===== config.mk =====
export PLATFORM = sky130hd
export DESIGN_NAME = ifp_top
export DESIGN_NICKNAME = d
export VERILOG_FILES = /design/src/include/ifp_pkg.sv /design/src/hw/ifp_edge_det.sv /design/src/hw/ifp_prio_sel.sv /design/src/hw/ifp_top.sv
export SDC_FILE = /design/constraint.sdc
export NUM_CORES = 1
export LEC_CHECK = 0
export ABC_AREA = 0
export BUFFER_PORTS_ARGS = -buffer_cell sky130_fd_sc_hd__clkbuf_2
export CORE_ASPECT_RATIO = 1.75
export CORE_MARGIN = 1
export CORE_UTILIZATION = 40
export CTS_BUF_LIST = sky130_fd_sc_hd__clkbuf_8
export CTS_CLUSTER_DIAMETER = 50
export CTS_CLUSTER_SIZE = 24
export DETAILED_ROUTE_END_ITERATION = 10
export PLACE_DENSITY = 0.68
export SETUP_SLACK_MARGIN = 0.3
export SKIP_CTS_REPAIR_TIMING = 1
export SLEW_MARGIN = 20
export SYNTH_ARGS = -nofsm -noshare
export SYNTH_HDL_FRONTEND = slang
export SYNTH_SLANG_ARGS = --single-unit

===== constraint.sdc =====
create_clock -name clk_i -period 12 [get_ports clk_i]
set_clock_uncertainty 0.15 [all_clocks]
set_input_delay 2.4 -clock clk_i [delete_from_list [all_inputs] [get_ports clk_i]]
set_output_delay 2.4 -clock clk_i [all_outputs]
set_load 0.02 [all_outputs]

===== src/include/ifp_pkg.sv =====
// Constants for the interrupt flag, enable and priority register block.
// Assumes a Wishbone classic slave with 32-bit data, registers in the low 16 bits.
package ifp_pkg;

   // Register byte offsets
   localparam logic [7:0] IFP_OFS_CTRL2 = 8'h00;
   localparam logic [7:0] IFP_OFS_FLAGS2 = 8'h04;
   localparam logic [7:0] IFP_OFS_FLAGS3 = 8'h08;
   localparam logic [7:0] IFP_OFS_EN5 = 8'h0C;
   localparam logic [7:0] IFP_OFS_EN6 = 8'h10;
   localparam logic [7:0] IFP_OFS_PRIO0 = 8'h14;
   localparam logic [7:0] IFP_OFS_EVENT = 8'h18;

   // Field positions
   localparam int IFP_BIT_ALT_VT = 15;
   localparam int IFP_BIT_IRQ_DISABLE_ACTIVE = 14;
   localparam int IFP_BIT_EP2 = 2;
   localparam int IFP_BIT_EP1 = 1;
   localparam int IFP_BIT_EP0 = 0;
   localparam int IFP_BIT_CCT5 = 9;
   localparam int IFP_BIT_CAL = 14;
   localparam int IFP_BIT_BCL2 = 2;
   localparam int IFP_BIT_SSP2 = 1;
   localparam int IFP_BIT_ULPW = 0;
   localparam int IFP_BIT_CLC2 = 1;
   localparam int IFP_BIT_CLC1 = 0;
   localparam int IFP_POS_T1P = 12;
   localparam int IFP_POS_CC2P = 8;
   localparam int IFP_POS_CC1P = 4;
   localparam int IFP_POS_EX0P = 0;

   // Implemented bit masks
   localparam logic [15:0] IFP_MASK_CTRL2 = 16'hC007;
   localparam logic [15:0] IFP_MASK_CTRL2_WR = 16'h8007;
   localparam logic [15:0] IFP_MASK_FLAGS2 = 16'h0200;
   localparam logic [15:0] IFP_MASK_FLAGS3 = 16'h4006;
   localparam logic [15:0] IFP_MASK_EN5 = 16'h0001;
   localparam logic [15:0] IFP_MASK_EN6 = 16'h0003;
   localparam logic [15:0] IFP_MASK_PRIO0 = 16'h7777;

   // Reset values
   localparam logic [15:0] IFP_RST_ZERO = 16'h0000;
   localparam logic [15:0] IFP_RST_PRIO0 = 16'h4444;
   localparam logic [2:0] IFP_PRIO_OFF = 3'h0;

endpackage : ifp_pkg


===== src/hw/ifp_edge_det.sv =====
// Synchroniser and selectable-polarity edge detector for one external input.
// Assumes the input pin is asynchronous to clk_i.
`timescale 1ns/1ps
module ifp_edge_det (
   // Clock and reset
   input wire logic clk_i,
   input wire logic rst_i,
   // Pin and select
   input wire logic pin_i,
   input wire logic falling_i,
   // Detected edge
   output logic edge_o
);
   logic sync1_reg;
   logic sync2_reg;
   logic last_reg;

   // No reset: the chain tracks the pin through reset, so an idle-high pin gives no false edge
   always_ff @(posedge clk_i) begin
      sync1_reg <= pin_i;
      sync2_reg <= sync1_reg;
      last_reg <= sync2_reg;
   end

   // Polarity one picks the falling edge; nothing is reported while reset is held
   assign edge_o = ~rst_i & (falling_i ? (last_reg & ~sync2_reg) : (~last_reg & sync2_reg));
endmodule // ifp_edge_det


===== src/hw/ifp_prio_sel.sv =====
// Picks the highest enabled pending source among four priority fields.
// Assumes pending bits and fields come from the same clock domain.
`timescale 1ns/1ps
module ifp_prio_sel (
   // Sources
   input wire logic [3:0] pend_i,
   input wire logic [11:0] prio_i,
   // Winner
   output logic valid_o,
   output logic [1:0] idx_o,
   output logic [2:0] level_o
);
   import ifp_pkg::*;
   logic [2:0] lvl;

   always_comb begin
      lvl = IFP_PRIO_OFF;
      valid_o = 1'b0;
      idx_o = 2'd0;
      level_o = IFP_PRIO_OFF;
      for (int i = 0; i < 4; i++) begin
         lvl = prio_i[i*3 +: 3];
         // Level zero never competes; ties go to the lower index
         if (pend_i[i] && lvl != IFP_PRIO_OFF && lvl > level_o) begin
            valid_o = 1'b1;
            idx_o = 2'(i);
            level_o = lvl;
         end
      end
   end
endmodule // ifp_prio_sel


===== src/hw/ifp_top.sv =====
// Interrupt control, flag, enable and priority registers on a Wishbone slave.
// Assumes request lines are single-cycle pulses on clk_i, external inputs are pins.
`timescale 1ns/1ps
module ifp_top (
   // Clock and reset
   input wire logic clk_i,
   input wire logic rst_i,
   // Wishbone classic slave
   input wire logic cyc_i,
   input wire logic stb_i,
   input wire logic we_i,
   input wire logic [7:0] adr_i,
   input wire logic [3:0] sel_i,
   input wire logic [31:0] dat_i,
   output logic [31:0] dat_o,
   output logic ack_o,
   // External interrupt pins
   input wire logic [2:0] ext_pin_i,
   // Peripheral request pulses
   input wire logic capcomp5_timer_req_i,
   input wire logic calendar_req_i,
   input wire logic serial2_collision_req_i,
   input wire logic serial2_event_req_i,
   input wire logic lowpower_wake_req_i,
   input wire logic logic_cell2_req_i,
   input wire logic logic_cell1_req_i,
   input wire logic timer1_req_i,
   input wire logic capcomp2_req_i,
   input wire logic capcomp1_req_i,
   // Core status
   input wire logic irq_disable_active_i,
   // Core side outputs
   output logic alt_vector_table_select_o,
   output logic [2:0] ext_edge_o,
   output logic [2:0] gated_req_o,
   output logic irq_valid_o,
   output logic [1:0] irq_idx_o,
   output logic [2:0] irq_level_o
);
   import ifp_pkg::*;

   ////////////////////////////////////////////////////////////////////////////
   // Registers
   logic [15:0] ctrl2_reg;
   logic [15:0] flags2_reg;
   logic [15:0] flags3_reg;
   logic [15:0] en5_reg;
   logic [15:0] en6_reg;
   logic [15:0] prio0_reg;
   logic [3:0] pend_reg;
   logic irq_disable_active_reg;
   logic ack_reg;
   logic [31:0] dat_reg;
   logic [2:0] edge_det;
   logic [15:0] wr_data;
   logic wr_stb;
   logic rd_stb;
   logic [3:0] pend_set;
   logic [3:0] pend_clr;

   assign wr_stb = cyc_i & stb_i & we_i & ~ack_reg;
   assign rd_stb = cyc_i & stb_i & ~we_i & ~ack_reg;

   // Merge write data with current value under byte enables
   function automatic logic [15:0] ifp_merge(input logic [15:0] cur, input logic [15:0] wd,
                                             input logic [3:0] sel);
      logic [15:0] r;
      r = cur;
      if (sel[0]) r[7:0] = wd[7:0];
      if (sel[1]) r[15:8] = wd[15:8];
      return r;
   endfunction

   function automatic logic hit(input logic [7:0] a, input logic [7:0] ofs);
      return a == ofs;
   endfunction

   assign wr_data = dat_i[15:0];

   ////////////////////////////////////////////////////////////////////////////
   // External edge detectors
   for (genvar g = 0; g < 3; g++) begin : g_ext
      ifp_edge_det u_edge (
         .clk_i(clk_i),
         .rst_i(rst_i),
         .pin_i(ext_pin_i[g]),
         .falling_i(ctrl2_reg[g]),
         .edge_o(edge_det[g])
      );
   end

   ////////////////////////////////////////////////////////////////////////////
   // Control register
   always_ff @(posedge clk_i) begin
      if (rst_i) begin
         ctrl2_reg <= IFP_RST_ZERO;
      end else if (wr_stb && hit(adr_i, IFP_OFS_CTRL2)) begin
         ctrl2_reg <= ifp_merge(ctrl2_reg, wr_data, sel_i) & IFP_MASK_CTRL2_WR;
      end
   end

   always_ff @(posedge clk_i) begin
      if (rst_i) begin
         irq_disable_active_reg <= 1'b0;
      end else begin
         irq_disable_active_reg <= irq_disable_active_i;
      end
   end

   ////////////////////////////////////////////////////////////////////////////
   // Flag registers: hardware set wins over a software clear
   always_ff @(posedge clk_i) begin
      if (rst_i) begin
         flags2_reg <= IFP_RST_ZERO;
      end else begin
         if (wr_stb && hit(adr_i, IFP_OFS_FLAGS2)) begin
            flags2_reg <= ifp_merge(flags2_reg, wr_data, sel_i) & IFP_MASK_FLAGS2;
         end
         if (capcomp5_timer_req_i) begin
            flags2_reg[IFP_BIT_CCT5] <= 1'b1;
         end
      end
   end

   always_ff @(posedge clk_i) begin
      if (rst_i) begin
         flags3_reg <= IFP_RST_ZERO;
      end else begin
         if (wr_stb && hit(adr_i, IFP_OFS_FLAGS3)) begin
            flags3_reg <= ifp_merge(flags3_reg, wr_data, sel_i) & IFP_MASK_FLAGS3;
         end
         if (calendar_req_i) begin
            flags3_reg[IFP_BIT_CAL] <= 1'b1;
         end
         if (serial2_collision_req_i) begin
            flags3_reg[IFP_BIT_BCL2] <= 1'b1;
         end
         if (serial2_event_req_i) begin
            flags3_reg[IFP_BIT_SSP2] <= 1'b1;
         end
      end
   end

   ////////////////////////////////////////////////////////////////////////////
   // Enable registers
   always_ff @(posedge clk_i) begin
      if (rst_i) begin
         en5_reg <= IFP_RST_ZERO;
      end else if (wr_stb && hit(adr_i, IFP_OFS_EN5)) begin
         en5_reg <= ifp_merge(en5_reg, wr_data, sel_i) & IFP_MASK_EN5;
      end
   end

   always_ff @(posedge clk_i) begin
      if (rst_i) begin
         en6_reg <= IFP_RST_ZERO;
      end else if (wr_stb && hit(adr_i, IFP_OFS_EN6)) begin
         en6_reg <= ifp_merge(en6_reg, wr_data, sel_i) & IFP_MASK_EN6;
      end
   end

   // Enabled requests reach the core; zero blocks
   always_ff @(posedge clk_i) begin
      if (rst_i) begin
         gated_req_o <= 3'b000;
      end else begin
         gated_req_o[0] <= lowpower_wake_req_i & en5_reg[IFP_BIT_ULPW];
         gated_req_o[1] <= logic_cell1_req_i & en6_reg[IFP_BIT_CLC1];
         gated_req_o[2] <= logic_cell2_req_i & en6_reg[IFP_BIT_CLC2];
      end
   end

   ////////////////////////////////////////////////////////////////////////////
   // Priority register
   always_ff @(posedge clk_i) begin
      if (rst_i) begin
         prio0_reg <= IFP_RST_PRIO0;
      end else if (wr_stb && hit(adr_i, IFP_OFS_PRIO0)) begin
         prio0_reg <= ifp_merge(prio0_reg, wr_data, sel_i) & IFP_MASK_PRIO0;
      end
   end

   ////////////////////////////////////////////////////////////////////////////
   // Pending sources arbitrated by priority: 0 ext0, 1 cc1, 2 cc2, 3 timer1
   assign pend_set = {timer1_req_i, capcomp2_req_i, capcomp1_req_i, edge_det[0]};
   assign pend_clr = (wr_stb && hit(adr_i, IFP_OFS_EVENT) && sel_i[0]) ? dat_i[3:0] : 4'h0;

   always_ff @(posedge clk_i) begin
      if (rst_i) begin
         pend_reg <= 4'h0;
      end else begin
         pend_reg <= (pend_reg & ~pend_clr) | pend_set;
      end
   end

   ifp_prio_sel u_sel (
      .pend_i(pend_reg),
      .prio_i({prio0_reg[IFP_POS_T1P +: 3], prio0_reg[IFP_POS_CC2P +: 3],
               prio0_reg[IFP_POS_CC1P +: 3], prio0_reg[IFP_POS_EX0P +: 3]}),
      .valid_o(irq_valid_o),
      .idx_o(irq_idx_o),
      .level_o(irq_level_o)
   );

   ////////////////////////////////////////////////////////////////////////////
   // Core outputs
   assign alt_vector_table_select_o = ctrl2_reg[IFP_BIT_ALT_VT];
   assign ext_edge_o = edge_det;

   ////////////////////////////////////////////////////////////////////////////
   // Wishbone answer: ack one cycle after strobe, unmapped reads zero
   always_ff @(posedge clk_i) begin
      if (rst_i) begin
         ack_reg <= 1'b0;
      end else begin
         ack_reg <= cyc_i & stb_i & ~ack_reg;
      end
   end

   always_ff @(posedge clk_i) begin
      if (rst_i) begin
         dat_reg <= 32'h0000_0000;
      end else if (rd_stb) begin
         case (adr_i)
            IFP_OFS_CTRL2: dat_reg <= {16'h0000, (ctrl2_reg | (16'(irq_disable_active_reg) << IFP_BIT_IRQ_DISABLE_ACTIVE))
                                      & IFP_MASK_CTRL2};
            IFP_OFS_FLAGS2: dat_reg <= {16'h0000, flags2_reg};
            IFP_OFS_FLAGS3: dat_reg <= {16'h0000, flags3_reg};
            IFP_OFS_EN5: dat_reg <= {16'h0000, en5_reg};
            IFP_OFS_EN6: dat_reg <= {16'h0000, en6_reg};
            IFP_OFS_PRIO0: dat_reg <= {16'h0000, prio0_reg};
            IFP_OFS_EVENT: dat_reg <= {28'h000_0000, pend_reg};
            default: dat_reg <= 32'h0000_0000;
         endcase
      end
   end

   assign ack_o = ack_reg;
   assign dat_o = dat_reg;
endmodule // ifp_top


==> flow_summary.json, run 1 <==
{
  "largest_reg_flops": 14,
  "ys_async_sr_fraction_pct": 0,
  "area_delta_synth_final_pct": 13.6,
  "synth_edf_count": 0,
  "p_total_uw": 344,
  "cp_slowest_cell": "o21ai_0",
  "cts_tree": "done",
  "crit_type": "register to primary output",
  "ys_seq_elements": 55,
  "timing.final.crit_share_pct": 64.4,
  "grtUsageMet3_pct": 3.23,
  "worst_pin_slew_ps": 923,
  "ant_nets": 0,
  "synth_cell_types": 56,
  "ios": 109,
  "yosys_warnings": 0,
  "cp_cell_sequence": "and2_1 -> ha_1 -> and3_1 -> a211oi_2 -> o21ai_0 -> a32oi_1 -> ha_1 -> nor2b_1 -> o21ai_0 -> a211o_1 -> nor2_1 -> a21o_1 -> ha_1 -> nor2b_1 -> o21a_1 -> o21ai_0 -> mux2_2 -> clkbuf_2",
  "grt_pass1_vias": 2353,
  "period_minus_slack_ps": 7730,
  "critPathArrivalTime_ps": 5180,
  "grtUsageMet1_pct": 20.2,
  "final_nets": 456,
  "cellLeakagePower_nw": 1.41,
  "vias": 2516,
  "grt_pass1_wl_mm": 11.0,
  "clock_tree.root_cell": "clkbuf_8",
  "start_util_pct": 41.2,
  "dr.pass1.iters": 4,
  "grt_overflow": 0,
  "setup_tns_ps": 0,
  "numCtsBuffers": 5,
  "ys_seq_area_share_pct": 39.3,
  "startpoint_type": "register",
  "grt_util_met2_pct": 36.5,
  "clock_sinks": 55,
  "setup_viol": 0,
  "top_usage_layer": "met2",
  "drt-vias-per-instance": 5.38,
  "drt-initial-drc-count": 138,
  "end_kind": "primary output",
  "slew_headroom_pct": 38.2,
  "rsz0062_at_grt": "no",
  "wl_per_cell_um": 14.8,
  "power_density_nw_per_um2": 108,
  "clk_pin_slew_ps": 100,
  "status": "finished clean",
  "core_sq_um": 6810,
  "min_path_type": "register to register",
  "drive_gt1_share_pct": 26.8,
  "clockBufferDepth": 2,
  "portBuffers": 70,
  "n_antenna_cell": 0,
  "dieHeight_um": 113,
  "grt_max_degree": 40,
  "vdd.ir_drop.worst_uv": 85.2,
  "dieArea_sq_um": 7370,
  "synthCells": 324,
  "htreeDepth": 2,
  "drc": 0,
  "syn_area_per_cell_sq_um": 8.66,
  "slew_violations": 0,
  "crit_buf_inv": 1,
  "cap_violations": 0,
  "clk_latency_ps": 320,
  "path_max_fanout": 9,
  "max_freq_ghz": 0.129,
  "antenna_found_initial": 0,
  "grt_usage_pct": 19.4,
  "crit_required_ps": 9450,
  "fp.dieW_um": 65.3,
  "cp_top_family": "compound AO/OA/AOI/OAI gates",
  "max_stage_delay_ps": 510,
  "dpl.hpwl_mm": 5.32,
  "drt-total-wl_mm": 6.91,
  "synthFlopType": "dfxtp_1",
  "hold_viol_final": 0,
  "placementRows": 40,
  "netlist_area_sq_um": 2810,
  "hold_ws_ps": 185,
  "gp_congestion": 0.868
}
==> report_power, final <==
group | internal, mW | total (mW) | switching (mW)
logic | 0.0189 | 0.0530 | 0.0342
registers | 0.186 | 0.189 | 0.00254
clock network | 0.0401 | 0.102 | 0.0621
==> kinds of logic after synthesis <==
logic type | count (synthesis) | share of synthesized area (%)
AOI/OAI and AO/OA | 65 | 17.1
adders and majority gates | 9 | 4.01
buffers and inverters | 44 | 9.19
DFF | 55 | 39.3
muxes | 14 | 5.08
other | 1 | 0.134
and+or+nand+nor | 136 | 25.2
==> cell type report <==
| class | instances | area, sq um |
|---|---|---|
| Clock buffer | 5 | 68.8 |
| Clock inverter | 2 | 13.8 |
| Fill cell | 736 | 3620 |
| Inverter | 10 | 37.5 |
| Multi-Input combinational cell | 242 | 1510 |
| Sequential cell | 55 | 1100 |
| Tap cell | 84 | 105 |
| Timing Repair Buffer | 70 | 350 |
==> routing by layer <==
layer  wire length [um]  vias up  share of wire (%)
met5                  0        -                  0
met4                158        0                2.3
met3                269       13                3.9
met2               3930       72                 57
met1               2550     1205                 37
li1                   -     1226                  -
==> through the flow <==
stage          instance area [sq um]  setup slack (ps)  utilization, %  std cells
6_report                        3190              4270            46.8        468
5_1_grt                         3190              3750            46.8        468
4_1_cts                         3190              4280            46.8        468
3_5_place_dp                    3100              4630            45.6        461
3_3_place_gp                    3100              4780            45.6        461
2_1_floorplan                   2870              4990               -        341
==> cells in the final DEF, fill, tap and decap left out, types with 2 or more instances in the layout <==
cell	count
or4_1	2
clkbuf_2	70
nor2_2	7
a22o_1	3
dfxtp_1	55
a21oi_1	18
nor4_1	2
o21ai_0	9
clkbuf_8	5
nor2_1	38
nor3b_1	2
nand2_1	31
nand4_1	3
mux2_2	2
nor3_1	6
nand3_1	16
nand2b_1	2
nand4b_1	2
ha_1	9
mux2i_1	12
and2_1	4
a22oi_1	2
nor2b_1	3
nand3b_1	2
conb_1	18
o31ai_1	3
a31oi_1	2
a211oi_1	6
a21o_1	2
a22oi_2	7
and3_1	6
a32oi_1	3
inv_1	10
==> worst paths after layout <==
check / slack [ps] / depth (start not counted) / startpoint / endpoint
setup reg to reg: 9730 / 5 / ack_o$_SDFF_PP0_ / en6_reg[0]$_SDFFE_PP0P_
setup / recovery: 4270 / 18 / pend_reg[0]$_SDFF_PP0_ / irq_level_o[0]
hold reg to reg: 180 / 0 / g_ext[0].u_edge.sync1_reg$_DFF_P_ / g_ext[0].u_edge.sync2_reg$_DFF_P_
hold / removal: 180 / 0 / g_ext[0].u_edge.sync1_reg$_DFF_P_ / g_ext[0].u_edge.sync2_reg$_DFF_P_
==> synth_stat cells, drive strengths merged (4+ instances only) <==
| cell type | instances | area, sq um |
|---|---|---|
| a21oi | 18 | 90.1 |
| a211oi | 7 | 57.6 |
| mux2i | 12 | 120 |
| and2 | 5 | 33.8 |
| nand2 | 32 | 123 |
| a22oi | 9 | 103 |
| nor3 | 6 | 30.0 |
| clkbuf | 8 | 30.0 |
| ha | 9 | 113 |
| buf | 26 | 190 |
| nor2b | 4 | 27.5 |
| nand3 | 16 | 80.1 |
| and3 | 6 | 37.5 |
| inv | 10 | 37.5 |
| o21ai | 9 | 45.0 |
| nor2 | 45 | 186 |
| dfxtp | 55 | 1100 |
==> worst register-to-register path, stage by stage, from the launching register on <==
cell and delay (ps):
dfxtp_1 330, nand4b_1 250, nor2_1 750, nand4_1 380, mux2i_1 240, nor2_1 50
(Power assumes the default switching activity.)
==> run 2: changes to the inputs <==
--- a/config.mk
+++ b/config.mk
@@ -14,7 +14,7 @@
 export CTS_CLUSTER_DIAMETER = 50
 export CTS_CLUSTER_SIZE = 24
 export DETAILED_ROUTE_END_ITERATION = 10
-export PLACE_DENSITY = 0.68
+export PLACE_DENSITY = 0.7
 export SETUP_SLACK_MARGIN = 0.3
 export SKIP_CTS_REPAIR_TIMING = 1
 export SLEW_MARGIN = 20
==> constraint.sdc (replaced) <==
create_clock -name clk_i -period 6.3 [get_ports clk_i]
set_clock_uncertainty 0.15 [all_clocks]
set_input_delay 1.26 -clock clk_i [delete_from_list [all_inputs] [get_ports clk_i]]
set_output_delay 1.26 -clock clk_i [all_outputs]
set_load 0.02 [all_outputs]
==> run 2 against run 1 <==
Compared with the run above: sequential cell count stayed put; clock power rose by 100%; combinational power increased by 130%; design area is 5.1% higher; die area unchanged; sequential power grew 90%; worst setup slack lost 3800 ps; total power increased by 99%; worst hold slack got worse by 1.2 ps; final cell count rose by 2.1%; largest cell class unchanged.
==> flow_summary.json, run 2 (synthesis gave the netlist of run 1 again) <==
{
  "grt_overflow": 0,
  "wl_per_cell_um": 14.6,
  "htreeDepth": 2,
  "clk_pin_slew_ps": 100,
  "slew_headroom_pct": 37.4,
  "drt-vias-per-instance": 5.37,
  "max_freq_ghz": 0.170,
  "ios": 109,
  "dr.pass1.iters": 5,
  "fp.dieW_um": 65.3,
  "setup_viol": 0,
  "clk_latency_ps": 320,
  "crit_required_ps": 4890,
  "cts_tree": "done",
  "fin_ws_ps": 431,
  "drt-initial-drc-count": 76,
  "crit_buf_inv": 2,
  "hold_depth": 0,
  "n_antenna_cell": 0,
  "final_nets": 465,
  "grt_pass1_wl_mm": 10.8,
  "area_delta_synth_final_pct": 19.4,
  "drc": 0,
  "drt-total-wl_mm": 7.00,
  "portBuffers": 70,
  "post-route-util_pct": 49.2,
  "cp_top_family": "compound AO/OA/AOI/OAI gates",
  "dpl.hpwl_mm": 5.31,
  "antenna_found_initial": 0,
  "rsz0062_at_grt": "no",
  "startpoint_type": "register",
  "end_kind": "primary output",
  "ant_nets": 0,
  "clock_sinks": 55,
  "cp_cell_sequence": "and2_1 -> ha_1 -> and3_1 -> a211oi_4 -> o21ai_1 -> a32oi_2 -> ha_1 -> and3_2 -> a211o_4 -> a21o_1 -> ha_1 -> nor2b_1 -> o21a_1 -> o21ai_1 -> buf_4 -> and2_2 -> a211oi_2 -> buf_4",
  "place_area_sq_um": 3110,
  "clockBufferDepth": 2,
  "final_cell_area_sq_um": 3350,
  "core_sq_um": 6810,
  "cellLeakagePower_nw": 1.47,
  "rrSetupSlack_ps": 4010,
  "min_path_type": "register to register",
  "mostFrequentLayoutCell": "clkbuf_2",
  "dieArea_sq_um": 7370,
  "worst_pin_slew_ps": 936,
  "dp_slack_ps": 271,
  "p_total_uw": 685,
  "max_stage_delay_ps": 380,
  "vias": 2566,
  "dieHeight_um": 113,
  "period_minus_slack_ps": 5870,
  "slew_violations": 0,
  "rr_worst_depth": 5,
  "start_util_pct": 41.2,
  "final_cell_mix": "clkbuf_2, dfxtp_1, nor2_1, nand2_1",
  "hold_ws_ps": 184,
  "numCtsBuffers": 5,
  "grt_max_degree": 40,
  "gp_congestion": 0.865,
  "cp_slowest_cell": "dfxtp_4",
  "largest_reg_flops": 14,
  "timing.final.crit_share_pct": 93.2,
  "grt_pass1_vias": 2394,
  "path_max_fanout": 7,
  "grt_usage_pct": 19.1,
  "placementRows": 40,
  "clock_tree.root_cell": "clkbuf_8",
  "critPathArrivalTime_ps": 4460,
  "power_density_nw_per_um2": 204,
  "vdd.ir_drop.worst_uv": 178,
  "cap_violations": 0,
  "crit_type": "register to primary output",
  "cpMostUsedCell": "ha_1",
  "worst-path-stages": 18,
  "drive_gt1_share_pct": 31.5,
  "status": "finished clean",
  "hold_viol_final": 0
}
run 2: cell types whose count changed in the layout (fill, tap and decap cells not counted), moves of 3 or more:
| cell | delta |
|---|---|
| buf_4 | +10 |
| o21ai_1 | +3 |
| dfxtp_1 | -3 |
| o21ai_0 | -4 |
run 2: final timing paths:
check,start,end
min,g_ext[1].u_edge.sync1_reg$_DFF_P_,g_ext[1].u_edge.sync2_reg$_DFF_P_
max,pend_reg[0]$_SDFF_PP0_,irq_level_o[1]
max reg2reg,ack_o$_SDFF_PP0_,en6_reg[0]$_SDFFE_PP0P_
min reg2reg,g_ext[1].u_edge.sync1_reg$_DFF_P_,g_ext[1].u_edge.sync2_reg$_DFF_P_
run 2: area by class of cell:
class                   instances  area, sq um
well taps                      84          105
fillers                       692         3460
repair buffers                 78          415
multi-input cells             243         1590
clock inverters                 2         12.5
flip-flops and latches         55         1110
clock buffers                   6         82.6
inverters                      10         37.5
run 2: power breakdown:
| group | internal, mW | total, mW | switching (mW) |
|---|---|---|---|
| clock network | 0.0887 | 0.205 | 0.116 |
| registers | 0.355 | 0.360 | 0.00477 |
| logic | 0.0482 | 0.120 | 0.0720 |
| total | 0.492 | 0.685 | 0.193 |
run 2: metal layers:
metal | GRT usage, % | wire length [um] | vias to the layer above
met4 | 12.2 | 273 | 0
met1 | 18.8 | 2500 | 1194
met2 | 35.3 | 3940 | 99
li1 | - | - | 1251
met5 | 0 | 0 | -
met3 | 3.33 | 281 | 22
run 2: stage by stage:
step           setup TNS, ps  cells
2_1_floorplan              0    341
3_3_place_gp               0    462
3_5_place_dp               0    462
4_1_cts                 -152    470
5_1_grt                    0    478
6_report                   0    478
==> run 3: changes to the inputs <==
--- a/config.mk
+++ b/config.mk
@@ -7,16 +7,18 @@
 export LEC_CHECK = 0
 export ABC_AREA = 0
 export BUFFER_PORTS_ARGS = -buffer_cell sky130_fd_sc_hd__clkbuf_2
+export CAP_MARGIN = 10
 export CORE_ASPECT_RATIO = 1.75
 export CORE_MARGIN = 1
-export CORE_UTILIZATION = 40
+export CORE_UTILIZATION = 43
 export CTS_BUF_LIST = sky130_fd_sc_hd__clkbuf_8
 export CTS_CLUSTER_DIAMETER = 50
 export CTS_CLUSTER_SIZE = 24
 export DETAILED_ROUTE_END_ITERATION = 10
-export PLACE_DENSITY = 0.7
+export PLACE_DENSITY = 0.75
 export SETUP_SLACK_MARGIN = 0.3
 export SKIP_CTS_REPAIR_TIMING = 1
+export SKIP_LAST_GASP = 1
 export SLEW_MARGIN = 20
 export SYNTH_ARGS = -nofsm -noshare
 export SYNTH_HDL_FRONTEND = slang
==> run 3 against run 2 <==
Compared with the run above: combinational power barely moved; first-iteration DRC count up 6.6%; largest cell class unchanged; critical endpoint is now irq_level_o[0]; utilization grew 4.3 points; fmax shrank 0.95%; clock power down 6%; via count decreased by 0.97%; non-clock buffer count fell by 2; die area down 6.8%; design area fell by 0.49%.
==> flow_summary.json, run 3 (synthesis gave the netlist of run 1 again) <==
{
  "portBuffers": 70,
  "fin_cells": 471,
  "timing.final.crit_share_pct": 94.0,
  "n_antenna_cell": 0,
  "critPathArrivalTime_ps": 4520,
  "htreeDepth": 2,
  "min_path_type": "register to register",
  "drive_gt1_share_pct": 31.7,
  "final_cell_mix": "clkbuf_2, dfxtp_1, nor2_1, nand2_1",
  "clockBufferDepth": 2,
  "placementRows": 38,
  "dieArea_sq_um": 6860,
  "core_sq_um": 6230,
  "final_nets": 463,
  "fp.dieW_um": 63.1,
  "clock_tree.root_cell": "clkbuf_8",
  "pwr-share-seq_pct": 53.5,
  "dp_cells": 458,
  "grt_max_degree": 40,
  "clock_sinks": 55,
  "clk_latency_ps": 330,
  "vdd.ir_drop.worst_uv": 207,
  "dr.pass1.iters": 4,
  "startpoint_type": "register",
  "cts_tree": "done",
  "power_frac_comb_pct": 17.8,
  "end_kind": "primary output",
  "largest_reg_flops": 14,
  "switchingPower_uw": 193,
  "grt_pass1_vias": 2342,
  "cap_violations": 0,
  "grt_pass1_wl_mm": 10.8,
  "path_max_fanout": 7,
  "dpl.hpwl_mm": 5.18,
  "drt-initial-drc-count": 81,
  "status": "finished clean",
  "drt-vias-per-instance": 5.39,
  "start_util_pct": 45.0,
  "crit_type": "register to primary output",
  "antenna_found_initial": 0,
  "grt_overflow": 0,
  "cellLeakagePower_nw": 1.45,
  "vias": 2541,
  "dieHeight_um": 109,
  "post-route-util_pct": 53.5,
  "worst_pin_slew_ps": 917,
  "clk_pin_slew_ps": 100,
  "gp_congestion": 0.814,
  "wl_per_cell_um": 14.7,
  "period_minus_slack_ps": 5930,
  "slew_headroom_pct": 38.9,
  "setup_viol": 0,
  "drt-total-wl_mm": 6.91,
  "power_density_nw_per_um2": 201,
  "numCtsBuffers": 5,
  "sw_frac_of_total_pct": 28.8,
  "p_int_uw": 478,
  "hold_viol_final": 0,
  "grt_usage_pct": 20.4,
  "ant_nets": 0,
  "rsz0062_at_grt": "no",
  "mostFrequentLayoutCell": "clkbuf_2",
  "drc": 0,
  "pwr-share-clk_pct": 28.7,
  "slew_violations": 0,
  "ios": 109,
  "area_delta_synth_final_pct": 18.8,
  "crit_required_ps": 4890,
  "max_freq_ghz": 0.169
}
## run 3: routing by layer
metal,track usage (%),vias up,share of wire [%],routed length (um)
met4,12.0,0,4.4,306
li1,-,1255,-,-
met3,3.77,22,4.1,284
met2,38.6,75,54,3760
met1,20.5,1189,37,2560
met5,0,-,0,0
## run 3: path summary, 6_finish.rpt
kind | slack (ps) | from | endpoint | cells after the start
setup / recovery | 370 | pend_reg[0]$_SDFF_PP0_ | irq_level_o[0] | 17
setup reg to reg | 4040 | ack_o$_SDFF_PP0_ | en6_reg[1]$_SDFFE_PP0P_ | 5
hold reg to reg | 180 | g_ext[0].u_edge.sync1_reg$_DFF_P_ | g_ext[0].u_edge.sync2_reg$_DFF_P_ | 0
hold / removal | 180 | g_ext[0].u_edge.sync1_reg$_DFF_P_ | g_ext[0].u_edge.sync2_reg$_DFF_P_ | 0
## run 3: critical path, cell delays in order, from the launching register on
cell	delay (ps)
dfxtp_4	370
and2_1	160
ha_1	260
and3_1	210
a211oi_4	280
o21ai_1	150
a32oi_2	290
ha_1	280
and3_2	260
a211o_4	350
a21o_1	170
ha_1	290
nor2b_1	140
o21a_1	150
o21ai_0	140
buf_4	170
mux2_2	350
clkbuf_2	160
## run 3: cell type report
cell class	count	area, sq um
Clock inverter	2	13.8
Timing Repair Buffer	76	398
Multi-Input combinational cell	243	1600
Fill cell	624	2900
Clock buffer	5	68.8
Sequential cell	55	1110
Tap cell	80	100
Inverter	10	37.5
## run 3: power by group through the flow
| stage | clock (mW) | sequential, mW | combinational (mW) |
|---|---|---|---|
| 4_1_cts | 0.199 | 0.360 | 0.101 |
| 5_1_grt | 0.210 | 0.360 | 0.130 |
| 3_3_place_gp | 0 | 0.367 | 0.0984 |
| 3_5_place_dp | 0 | 0.368 | 0.101 |
| 2_1_floorplan | 0 | 0.366 | 0.0760 |
| 6_report | 0.192 | 0.359 | 0.120 |
## run 3: through the flow
stage	power (mW)	hold slack, ps	setup slack (ps)	cell area (sq um)	TNS (ps)
after floorplan	0.442	160	430	2870	0
after global placement	0.466	162	513	3110	0
after detailed placement	0.469	162	343	3110	0
after CTS	0.660	186	-33.1	3190	-33.1
after global routing	0.700	195	248	3330	0
final	0.671	184	375	3330	0
